File: src/mode_ctrl_defs.vh
// constants of the single-wire slave mode controller
// assumes a 40 MHz core clock and a 32-bit APB register port
`ifndef MODE_CTRL_DEFS_VH
`define MODE_CTRL_DEFS_VH

// ----------------------------------------
// clock and timing
// ----------------------------------------
`define CLK_PERIOD_NS 25
// mode change time has no printed figure; plain default
`define MODE_CHG_NS 100000
`define MODE_CHG_CYC ((`MODE_CHG_NS + `CLK_PERIOD_NS - 1) / `CLK_PERIOD_NS)
// wake pulse on the bus is shorter than the txd low time by this much
`define TX_SHORT_NS 66000
`define TX_SHORT_CYC ((`TX_SHORT_NS + `CLK_PERIOD_NS - 1) / `CLK_PERIOD_NS)
// bus held low this long counts as a bus error
`define BUS_ERR_NS 2000000
`define BUS_ERR_CYC ((`BUS_ERR_NS + `CLK_PERIOD_NS - 1) / `CLK_PERIOD_NS)
// clock periods seen before the bus is released after undervoltage
`define UV_CLK_PERIODS 6'd33

// ----------------------------------------
// register map (byte addresses)
// ----------------------------------------
`define REG_CTRL 12'h000
`define REG_THRESH 12'h004
`define REG_STATUS 12'h008
`define CTRL_WAKE_BIT 0
`define THRESH_RESET 16'h0190

// ----------------------------------------
// synchroniser bit positions
// ----------------------------------------
`define SY_SLEEP_REQUEST_LOW 0
`define SY_TXD 1
`define SY_ROLE 2
`define SY_BUS 3
`define SY_CLK 4
`define SY_OT 5
`define SY_UV 6
`define SY_W 7
// synchroniser reset levels: sleep requested, txd/role/bus/clock high, no fault
`define SY_RST 7'h1e

`endif

File: src/mode_ctrl.v
// mode sequencing and protection of a single-wire bus slave transceiver
// assumes pins arrive asynchronously; the testbench resolves tri-state pins from the enables
//
// The address map and register access over APB were decided locally.
`include "mode_ctrl_defs.vh"

module mode_ctrl #(
    parameter [31:0] BUS_ERR_CYCLES = `BUS_ERR_CYC
) (
    // clock and reset
    input wire clk_i,
    input wire rst_n_i,
    // apb slave
    input wire psel_i,
    input wire penable_i,
    input wire pwrite_i,
    input wire [11:0] paddr_i,
    input wire [31:0] pwdata_i,
    output reg [31:0] prdata_o,
    output wire pready_o,
    output reg pslverr_o,
    // controller side pins
    input wire sleep_request_low_i,
    input wire txd_i,
    input wire role_select_i,
    output reg rxd_o,
    output reg rxd_oe_o,
    input wire clk_pin_i,
    output reg clk_pin_o,
    output reg clk_pin_oe_o,
    // bus line, open drain: enable pulls low
    input wire bus_i,
    output reg bus_oe_o,
    // protection status
    input wire overtemp_i,
    input wire undervolt_i
);

    // ----------------------------------------
    // states
    // ----------------------------------------
    localparam [6:0] S_SLEEP = 7'h01;
    localparam [6:0] S_STANDBY = 7'h02;
    localparam [6:0] S_NORMAL = 7'h04;
    localparam [6:0] S_WAKE = 7'h08;
    localparam [6:0] S_OT = 7'h10;
    localparam [6:0] S_WAKE_OT = 7'h20;
    localparam [6:0] S_UV = 7'h40;

    // ----------------------------------------
    // input synchronisers
    // ----------------------------------------
    wire [`SY_W-1:0] raw_in;
    reg [`SY_W-1:0] meta_q;
    reg [`SY_W-1:0] sync_q;
    reg [`SY_W-1:0] prev_q;
    localparam [`SY_W-1:0] SYNC_RST = `SY_RST;
    assign raw_in = {undervolt_i, overtemp_i, clk_pin_i, bus_i, role_select_i, txd_i, sleep_request_low_i};

    genvar gi;
    generate
        for (gi = 0; gi < `SY_W; gi = gi + 1) begin : g_sync
            always @(posedge clk_i or negedge rst_n_i) begin
                if (!rst_n_i) begin
                    meta_q[gi] <= SYNC_RST[gi];
                    sync_q[gi] <= SYNC_RST[gi];
                    prev_q[gi] <= SYNC_RST[gi];
                end else begin
                    meta_q[gi] <= raw_in[gi];
                    sync_q[gi] <= meta_q[gi];
                    prev_q[gi] <= sync_q[gi];
                end
            end
        end
    endgenerate

    wire sleep_request_low = sync_q[`SY_SLEEP_REQUEST_LOW];
    wire txd = sync_q[`SY_TXD];
    wire slave = sync_q[`SY_ROLE];
    wire bus = sync_q[`SY_BUS];
    wire ot = sync_q[`SY_OT];
    wire uv = sync_q[`SY_UV];
    wire sleep_request_low_fall = prev_q[`SY_SLEEP_REQUEST_LOW] & ~sleep_request_low;
    wire sleep_request_low_rise = ~prev_q[`SY_SLEEP_REQUEST_LOW] & sleep_request_low;
    wire txd_fall = prev_q[`SY_TXD] & ~txd;
    wire bus_rise = ~prev_q[`SY_BUS] & bus;
    // master counts its clock input, slave the rising edges it sees on the bus
    wire clk_rise = slave ? bus_rise : (~prev_q[`SY_CLK] & sync_q[`SY_CLK]);

    // ----------------------------------------
    // registers
    // ----------------------------------------
    reg [6:0] state_q, state_d;
    reg [12:0] mode_cnt_q;
    reg [12:0] short_cnt_q;
    reg [31:0] low_cnt_q;
    reg [15:0] thresh_q;
    reg wake_req_q;
    reg tx_armed_q;
    reg uv_pend_q;
    reg [5:0] uv_clk_q;
    reg bus_err_q;
    reg rx_bit_q;

    wire bus_err_now = (low_cnt_q >= BUS_ERR_CYCLES);
    wire uv_clk_done = (uv_clk_q >= `UV_CLK_PERIODS);
    wire mode_done = (mode_cnt_q >= `MODE_CHG_CYC);

    // ----------------------------------------
    // mode state machine
    // ----------------------------------------
    always @* begin
        state_d = state_q;
        case (state_q)
            S_SLEEP: begin
                if (sleep_request_low_rise || wake_req_q)
                    state_d = S_STANDBY;
                else if (slave && !sleep_request_low && !txd && tx_armed_q)
                    state_d = S_WAKE;
            end
            S_STANDBY: begin
                if (!sleep_request_low || bus_err_now)
                    state_d = S_SLEEP;
                else if (mode_done)
                    state_d = S_NORMAL;
            end
            S_NORMAL: begin
                if (sleep_request_low_fall || !sleep_request_low || bus_err_now)
                    state_d = S_SLEEP;
                else if (ot)
                    state_d = S_OT;
            end
            S_WAKE: begin
                if (ot)
                    state_d = S_WAKE_OT;
                else if (sleep_request_low)
                    state_d = S_STANDBY;
                else if (txd)
                    state_d = S_SLEEP;
            end
            S_OT: begin
                if (!sleep_request_low)
                    state_d = S_SLEEP;
                else if (!ot)
                    state_d = S_NORMAL;
            end
            S_WAKE_OT: begin
                if (sleep_request_low)
                    state_d = S_STANDBY;
                else if (!ot)
                    state_d = S_SLEEP;
            end
            S_UV: begin
                state_d = sleep_request_low ? S_STANDBY : S_SLEEP;
            end
            default: state_d = S_SLEEP;
        endcase
        if (uv)
            state_d = S_UV;
    end

    always @(posedge clk_i or negedge rst_n_i) begin
        if (!rst_n_i) begin
            state_q <= S_SLEEP;
        end else begin
            state_q <= state_d;
        end
    end

    // ----------------------------------------
    // timers and transmit gating
    // ----------------------------------------
    always @(posedge clk_i or negedge rst_n_i) begin
        if (!rst_n_i) begin
            mode_cnt_q <= 13'h0000;
            short_cnt_q <= 13'h0000;
            low_cnt_q <= 32'h00000000;
            tx_armed_q <= 1'b0;
            uv_pend_q <= 1'b0;
            uv_clk_q <= 6'h00;
            bus_err_q <= 1'b0;
        end else begin
            mode_cnt_q <= (state_q == S_STANDBY && !mode_done) ? mode_cnt_q + 13'h0001 : 13'h0000;
            // counts txd low time so the bus pulse starts late by the shortening time
            if (state_q == S_WAKE && !txd && short_cnt_q < `TX_SHORT_CYC)
                short_cnt_q <= short_cnt_q + 13'h0001;
            else if (txd)
                short_cnt_q <= 13'h0000;
            // only meaningful while we are not pulling the bus ourselves
            if (bus || bus_oe_o || (state_q & (S_SLEEP | S_UV)) != 7'h00)
                low_cnt_q <= 32'h00000000;
            else if (!bus_err_now)
                low_cnt_q <= low_cnt_q + 32'h00000001;
            if (bus_err_now)
                bus_err_q <= 1'b1;
            else if (psel_i && penable_i && pwrite_i && paddr_i == `REG_STATUS)
                bus_err_q <= 1'b0;
            // a stuck-low txd arms the driver only right after reset, from the high txd synchroniser reset level
            if (state_d != state_q && (state_d & (S_NORMAL | S_SLEEP | S_UV)) != 7'h00)
                tx_armed_q <= 1'b0;
            else if (txd)
                tx_armed_q <= 1'b1;
            if (state_q == S_UV) begin
                uv_pend_q <= 1'b1;
                uv_clk_q <= 6'h00;
            end else begin
                if (txd_fall)
                    uv_pend_q <= 1'b0;
                if (clk_rise && !uv_clk_done)
                    uv_clk_q <= uv_clk_q + 6'h01;
            end
        end
    end

    // ----------------------------------------
    // receive decode and pin drive
    // ----------------------------------------
    // long low phase is a logical zero, short one a logical one
    reg [15:0] bit_low_q;
    always @(posedge clk_i or negedge rst_n_i) begin
        if (!rst_n_i) begin
            bit_low_q <= 16'h0000;
            rx_bit_q <= 1'b1;
        end else begin
            if (bus)
                bit_low_q <= 16'h0000;
            else if (bit_low_q != 16'hffff)
                bit_low_q <= bit_low_q + 16'h0001;
            if (bus_rise)
                rx_bit_q <= (bit_low_q < thresh_q);
        end
    end

    wire normal_tx = (state_q == S_NORMAL) && tx_armed_q && !uv_pend_q && uv_clk_done;
    always @(posedge clk_i or negedge rst_n_i) begin
        if (!rst_n_i) begin
            bus_oe_o <= 1'b0;
            rxd_o <= 1'b1;
            rxd_oe_o <= 1'b0;
            clk_pin_o <= 1'b1;
            clk_pin_oe_o <= 1'b0;
        end else begin
            bus_oe_o <= 1'b0;
            rxd_o <= 1'b1;
            rxd_oe_o <= 1'b0;
            clk_pin_o <= 1'b1;
            clk_pin_oe_o <= 1'b0;
            case (state_q)
                S_SLEEP: begin
                    rxd_oe_o <= 1'b1;
                    clk_pin_oe_o <= slave;
                    clk_pin_o <= bus;
                end
                S_WAKE: begin
                    bus_oe_o <= sleep_request_low_fall ? 1'b0 : (!txd && short_cnt_q >= `TX_SHORT_CYC);
                    rxd_oe_o <= 1'b1;
                    clk_pin_oe_o <= 1'b1;
                    clk_pin_o <= bus;
                end
                S_NORMAL, S_OT: begin
                    rxd_oe_o <= 1'b1;
                    rxd_o <= rx_bit_q;
                    clk_pin_oe_o <= slave;
                    clk_pin_o <= bus;
                    // master drives the clock low phase, both roles stretch it for zeros
                    if (state_q == S_NORMAL && normal_tx && !sleep_request_low_fall)
                        bus_oe_o <= slave ? (!bus && !txd) : (!sync_q[`SY_CLK] || !txd);
                end
                S_WAKE_OT: begin
                    rxd_oe_o <= 1'b1;
                    clk_pin_oe_o <= 1'b1;
                    clk_pin_o <= bus;
                end
                default: begin
                    bus_oe_o <= 1'b0;
                end
            endcase
        end
    end

    // ----------------------------------------
    // apb slave, zero wait states
    // ----------------------------------------
    assign pready_o = 1'b1;
    wire acc = psel_i && penable_i;
    wire mapped = (paddr_i == `REG_CTRL) || (paddr_i == `REG_THRESH) || (paddr_i == `REG_STATUS);
    always @(posedge clk_i or negedge rst_n_i) begin
        if (!rst_n_i) begin
            thresh_q <= `THRESH_RESET;
            wake_req_q <= 1'b0;
            prdata_o <= 32'h00000000;
            pslverr_o <= 1'b0;
        end else begin
            pslverr_o <= psel_i && !penable_i && !mapped;
            wake_req_q <= 1'b0;
            if (acc && pwrite_i && paddr_i == `REG_CTRL)
                wake_req_q <= pwdata_i[`CTRL_WAKE_BIT];
            if (acc && pwrite_i && paddr_i == `REG_THRESH)
                thresh_q <= pwdata_i[15:0];
            prdata_o <= 32'h00000000;
            if (psel_i && !penable_i && !pwrite_i) begin
                case (paddr_i)
                    `REG_THRESH: prdata_o <= {16'h0000, thresh_q};
                    `REG_STATUS: prdata_o <= {20'h00000, bus_err_q, uv_pend_q, tx_armed_q, uv_clk_done, 1'b0, state_q};
                    default: prdata_o <= 32'h00000000;
                endcase
            end
        end
    end

endmodule // mode_ctrl

File: config.mk
export PLATFORM = sky130hd
export DESIGN_NAME = mode_ctrl
export DESIGN_NICKNAME = d
export VERILOG_FILES = /design/src/mode_ctrl.v
export VERILOG_INCLUDE_DIRS = /design/src
export SDC_FILE = /design/constraint.sdc
export NUM_CORES = 1
export LEC_CHECK = 0
export ABC_AREA = 0
export BUFFER_PORTS_ARGS = -buffer_cell sky130_fd_sc_hd__buf_4
export CAP_MARGIN = 0
export CORE_ASPECT_RATIO = 0.7
export CORE_UTILIZATION = 45
export DETAILED_ROUTE_END_ITERATION = 10
export PLACE_DENSITY = 0.68
export SLEW_MARGIN = 20
export SYNTH_ARGS = -nofsm -noshare
export SYNTH_HDL_FRONTEND = slang
export SYNTH_SLANG_ARGS = --single-unit
File: constraint.sdc
create_clock -name clk_i -period 3.15 [get_ports clk_i]
set_clock_uncertainty 0.2 [all_clocks]
set_input_delay 0.315 -clock clk_i [delete_from_list [all_inputs] [get_ports clk_i]]
set_output_delay 0.315 -clock clk_i [all_outputs]
set_load 0.05 [all_outputs]
* After elaboration in Yosys (flattened, before gate mapping)
Index checks and enable logic that the tools add are counted. Widths: inputs -> output; s select.
Cells by class: bitwise logic cells 10, mux-type cells 43, reductions and logical operators 56, magnitude comparators 6, $add $sub $neg 5, equality and inequality tests 12
Operator list (count):
- $mux 7 | 14
- $mux 32 | 2
- $pmux 7 s7 | 1
- $mux 16 | 3
- $mux 13 | 3
- $add 32x1->32 const B | 1
- $ge 32x17->1 const B | 1
- $pmux 16 s2 | 1
- $add 13x1->13 const B | 2
- $ge 13x12->1 const B | 2
- $logic_and 1x1->1 | 23
- $add 16x1->16 const B | 1
- $lt 16x16->1 | 1
- $ne 16x16->1 const B | 1
- $mux 1 | 14
- $reduce_bool 7->1 | 2
- $lt 13x12->1 const B | 1
- $eq 12x3->1 const B | 1
- $eq 12x4->1 const B | 1
- $logic_not 12->1 | 1
- $mux 6 | 2
- $reduce_bool 2->1 | 6
- $logic_not 1->1 | 11
- $logic_or 1x1->1 | 9
- 18 further kinds | 28
Word-level totals: word-level logic and storage cells 169, register bits 164, output and inout port bits 39, input port bits 56

* Depth between registers and ports, before layout
depth after elaboration 11, depth in mapped cells 9, mapped depth without buffers 9

* Worst setup path after synthesis
OpenSTA, ideal clock, no wires.
path type reg2reg, start point reg low_cnt_q[10], end point reg tx_armed_q, arrival 2.414 ns, setup slack 0.444 ns, cell stages (with the launch flop) 9, library setup time 0.092 ns, period minus slack after synthesis 2.706 ns, path buffers 1, data required time 2.858 ns, cells stage by stage dfrtp_1 > or4_1 > and3_1 > or3_1 > buf_6 > o21a_4 > o31a_1 > a2111o_1 > o31ai_2
Between the ends: word-level cells in the longest chain between the ends 8, elaborated cells between the ends (all ways) 12, classes of those cells order compare: 1; eq/ne: 1; mux: 5; reduce/logical: 5
Ends and longest elaborated chain:
- from (decl) | line mode_ctrl.v:96 | reg [31:0] low_cnt_q;
- from (signal assigned) | line mode_ctrl.v:193 | low_cnt_q <= low_cnt_q + 32'h00000001;
- $ge 32x17->1 (*) | line mode_ctrl.v:105 | wire bus_err_now = (low_cnt_q >= BUS_ERR_CYCLES);
- $logic_or 1x1->1, on equally long branches | line mode_ctrl.v:128, mode_ctrl.v:122
- $mux 7, on equally long branches | line mode_ctrl.v:128, mode_ctrl.v:122
- $pmux 7 s7 (*) | line mode_ctrl.v:114 | case (state_q)
- $mux 7 (*) | line mode_ctrl.v:158 | if (uv)
- $ne 7x7->1 / $reduce_bool 7->1 (equally long branches) | line mode_ctrl.v:199 | if (state_d != state_q && (state_d & (S_NORMAL | S_SLEEP | S_UV)) != 7'h00)
- $logic_and 1x1->1 (*) | line mode_ctrl.v:199
- $mux 1 / $reduce_bool 2->1 (equally long branches)
- to (signal assigned) | line mode_ctrl.v:178 | tx_armed_q <= 1'b0;
- to (signal assigned) | line mode_ctrl.v:200 | tx_armed_q <= 1'b0;
- to (signal assigned) | line mode_ctrl.v:202 | tx_armed_q <= 1'b1;
- to (decl) | line mode_ctrl.v:99 | reg tx_armed_q;
Mark *: on every way between the ends. The rest lies on a longest branch, timed or not. A chain may end at the register's enable or synchronous reset.

* Worst setup path after layout
start point reg state_q[2], end point reg tx_armed_q
Between the ends: word-level cells in the longest chain between the ends 8, elaborated cells between the ends (all ways) 27, classes of those cells eq/ne: 8; mux: 16; reduce/logical: 3
Ends and longest elaborated chain:
- from (decl) | line mode_ctrl.v:93 | reg [6:0] state_q, state_d;
- from (signal assigned) | line mode_ctrl.v:166 | state_q <= state_d;
- $mux 7 | line mode_ctrl.v:138 | else if (txd)
- $mux 7 | line mode_ctrl.v:136 | else if (sleep_request_low)
- $mux 7 | line mode_ctrl.v:134 | if (ot)
- $pmux 7 s7 | line mode_ctrl.v:114
- $mux 7 | line mode_ctrl.v:158
- $ne 7x7->1 / $reduce_bool 7->1 (equally long branches) | line mode_ctrl.v:199
- $logic_and 1x1->1 (*) | line mode_ctrl.v:199
- $mux 1 / $reduce_bool 2->1 (equally long branches)
Marks and branches as above.

==> summary.txt <==
Worst setup path
  – CP Capture Type: flip-flop
  – Cell count of the worst reg-to-reg path: 7
  – Reg2reg start: state_q[2]$_DFF_PN0_
  – CP Class: flip-flop to flip-flop
  – Crit path max fanout: 6
  – Crit path required time: 3.28 ns
  – Worst stage delay on the critical path: 0.54 ns
  – Setup crit start kind: flip-flop
  – Critical path data arrival time: 3.11 ns
  – CP Depth: 7
  – FF-to-FF End: tx_armed_q$_DFFE_PN0P_
  – CP top delay family: simple AND/OR/NAND/NOR gates
  – CP max-delay cell: or4_4
  – Cell breakdown of the critical path: or4_4 -> or4b_4 -> nor3_2 -> o21ai_1 -> o211a_1 -> a2111o_1 -> o31ai_2
  – WP buf/inv: 0
  – Setup crit start: state_q[2]$_DFF_PN0_
  – Flop2flop setup slack: 0.17 ns

STA
  – Fmax: 336.0 MHz
  – Slew HR: 0.5032
  – Hold Fails Final Rpt: 0
  – RSZ-0062 raised after global routing: false
  – Final setup fails: 0
  – Slew Limit Fails: 0
  – Final Cycle Share: 0.9450
  – Fin crit period: 2.977 ns
  – Fin Setup TNS: 0 ns
  – Slew @ Worst Pin: 0.7452 ns

Global routing
  – Vias in the first global route: 5587
  – GRT busiest layer: met2
  – Initial antenna violation count: 0
  – Largest net degree at the start of global routing: 83
  – Gr usage total: 0.2221
  – Global route overflow: 0
  – First-pass GRT wire length: 28590 µm
  – Met1 global-route usage: 0.3002
  – Grt met2 use: 0.3477
  – GR Layer Usage met3: 0.05651

Die
  – Die Span Y: 108.1 µm
  – Row count: 38
  – Core area: 15600 µm²
  – Initial Utilization: 0.4637
  – Die area: 16590 µm²
  – Die W: 153.5 µm
  – I/O pins: 95

Power and ir drop
  – Tot Pwr: 4.301 mW
  – Sequential cell fraction of total power: 0.464
  – LEAKAGE: 4.142 nW
  – Pwr Density: 492.0 nW/µm²
  – Net Switching: 1.075 mW
  – P_int: 3.226 mW
  – Switching share of total power: 0.2500
  – Comb power frac: 0.078
  – Clk network pwr share: 0.458
  – Maximum VDD drop: 346.8 µV

Synthesis
  – #FFs+latches synth: 148
  – Post-Synth Simple-Gate Area: 0.2160
  – Post-synthesis mux area share: 0.01575
  – Largest family of logic cells by synthesized area: simple AND/OR/NAND/NOR gates
  – Seq/Total Area, Yosys: 0.5153
  – Avg Inst Size Synth: 9.919 µm²
  – Post-Synth XOR/XNOR Area: 0.05572
  – Asr flop ratio synth: 1.000
  – Cell count after synthesis: 729
  – Compound-Gate Fraction of Synth Area: 0.1012
  – Synth Area in Adders: 0.04326
  – Synth warn: 0
  – Ys flop type: dfrtp_1
  – Netlist Area Pre-Place: 7231 µm²
  – EDFF count, synth: 0
  – Netlist cell types: 65

Cells and area
  – FILL cells: 1319
  – Ratio of cells with drive above 1 in the final layout: 0.1742
  – Diodes inserted: 0
  – Final cell count without fillers: 1038
  – Final net count: 906
  – Area Overhead vs Synth: 20.90%

Placement
  – Port buffer count: 61
  – HPWL after detailed placement: 11910 µm
  – Cells after DPL: 980
  – Final GP Congestion: 0.8866

Routing
  – Drt pass-1 iters: 5
  – Routed WL: 17240 µm
  – Vias per inst: 5.410
  – Detail Route Antenna Nets: 0
  – Iter 0 DRT Violations: 537
  – Vias: 5616
  – Routed WL per cell: 16.61 µm
  – DR DRC count: 0

Worst hold path
  – Hold endpoint: wake_req_q$_DFF_PN0_
  – Hold Path Cell Cnt: 2
  – Worst min path class: input pin to flip-flop
  – Hold Path Origin: paddr_i[3]

Clock tree
  – Clock latency on the worst-skew pair: 0.43 ns
  – Clock Sinks: 148
  – Post-CTS resize count: 0
  – Deepest clock path buffer count: 2
  – CTS tree: built
  – Total CTS buffers: 17
  – Post-CTS setup buffers: 0
  – Reg clk slew, reported paths: 0.06 ns
  – H-tree Lvls: 4
  – Clock root cell: clkbuf_16

Job
  – Maxcap violations: 0

Run status
  – Status: finished clean
cells in the final DEF, fill, tap and decap left out, types with 4 or more instances in the layout:
cell type / instances
nand2_1: 52
clkbuf_16: 17
nor4_1: 15
a21oi_1: 16
nor2b_1: 6
and2_1: 13
conb_1: 18
o21ai_0: 30
or3_1: 7
xor2_1: 36
dfrtp_1: 130
xnor2_1: 10
nand3_1: 29
a211oi_1: 4
a21o_1: 7
nand4_1: 15
dlygate4sd3_1: 26
and3_1: 17
nor3_1: 19
inv_1: 32
nand2b_1: 9
o21a_1: 4
nor2_1: 105
buf_4: 79
ha_1: 25
clkinv_2: 4
a31oi_1: 9
mux2i_1: 8
dfstp_2: 18
a22oi_1: 12
flip-flops by register name, indices dropped and copies added, names as in the netlist, 4 cells and up:
register and flops:
low_cnt_q 32, bit_low_q 16, prdata_o 16, thresh_q 16
mode_cnt_q 13, short_cnt_q 13, meta_q 7, state_q 7
uv_clk_q 6, prev_q 4
worst reg2reg max path, delay by kind of cell, from the launching register on:
| family | cells | cell delay [ns] |
|---|---|---|
| and+or+nand+nor | 3 | 1.23 |
| AOI/OAI and AO/OA | 4 | 0.98 |
| DFF | 1 | 0.47 |
cells in the mapped netlist (3+ instances only):
cell type / instances / area (µm²)
nor3_1: 19 / 95.09
and2_1: 13 / 81.33
or3_1: 7 / 43.79
mux2_2: 3 / 33.78
nor4_1: 15 / 93.84
nand2_1: 52 / 195.2
o21a_1: 4 / 30.03
nand4_1: 15 / 93.84
a211oi_1: 4 / 30.03
inv_1: 32 / 120.1
a22oi_1: 12 / 90.09
xor2_1: 36 / 315.3
buf_4: 17 / 127.6
nor2b_1: 6 / 37.54
a21oi_1: 16 / 80.08
dfrtp_1: 130 / 3253
and4_1: 3 / 26.28
a31oi_1: 9 / 56.30
nand3_1: 29 / 145.1
nand2b_1: 9 / 56.30
o21ai_0: 30 / 150.1
ha_1: 25 / 312.8
clkbuf_1: 24 / 90.09
nor3b_1: 3 / 22.52
dfstp_2: 18 / 473.0
mux2i_1: 8 / 80.08
xnor2_1: 10 / 87.58
and3_1: 17 / 106.4
a21o_1: 7 / 52.55
nor2_1: 105 / 394.1
area by class of cell:
cell class                      instances  area (µm²)  area share
Inverter                               32       120.1     0.01374
Multi-Input combinational cell        519        3191      0.3650
Sequential cell                       148        3726      0.4262
Clock buffer                           21       470.5     0.05381
Timing Repair Buffer                  107       884.6      0.1012
Clock inverter                         11       100.1     0.01145
Tap cell                              200       250.2     0.02862
power by group through the flow:
stage / combinational, mW / clock, mW / sequential [mW]
after floorplan: 0.195 / 0 / 2.02
after global placement: 0.298 / 0 / 2.03
after detailed placement: 0.308 / 0 / 2.03
after CTS: 0.336 / 2.00 / 2.00
after global routing: 0.372 / 2.08 / 2.00
final: 0.336 / 1.97 / 2.00
layer usage:
| layer | part of all wire | wire length (µm) | vias to the layer above |
|---|---|---|---|
| met5 | 0 | 0 | - |
| met4 | 0.015 | 252 | 0 |
| met3 | 0.050 | 860 | 29 |
| met2 | 0.46 | 7964 | 145 |
| met1 | 0.47 | 8163 | 2764 |
| li1 | - | - | 2678 |
metrics by stage:
stage	instance area [µm²]	util	hold slack, ns	setup slack [ns]
floorplan	7291	-	-0.1806	0.4437
global placement	7911	0.5073	0.1399	0.2594
detailed placement	7911	0.5073	0.1441	0.2074
CTS	8742	0.5606	0.003593	0.1935
global route	8742	0.5606	0.005420	0.07033
finish	8742	0.5606	0.01122	0.1734
worst max path at each step:
stage | endpoint | slack (ns)
floorplan | tx_armed_q$_DFFE_PN0P_ | 0.44
global placement | tx_armed_q$_DFFE_PN0P_ | 0.26
detailed placement | tx_armed_q$_DFFE_PN0P_ | 0.21
CTS | tx_armed_q$_DFFE_PN0P_ | 0.19
global route | tx_armed_q$_DFFE_PN0P_ | 0.07
finish | tx_armed_q$_DFFE_PN0P_ | 0.17
kinds of logic after synthesis:
family	count (synthesis)
simple gates	311
compound gates	108
fa+ha+maj	25
flops	148
xor+xnor	46
other cells	2
mux	11
buf+inv	78
what timing repair did:
| action | in CTS | in global routing |
|---|---|---|
| hold buffers | 26 | 0 |
| setup endpoints to repair | 0 | 0 |
| hold endpoints to repair | 95 | 0 |
Note: power is estimated with default switching activity, not from simulation.
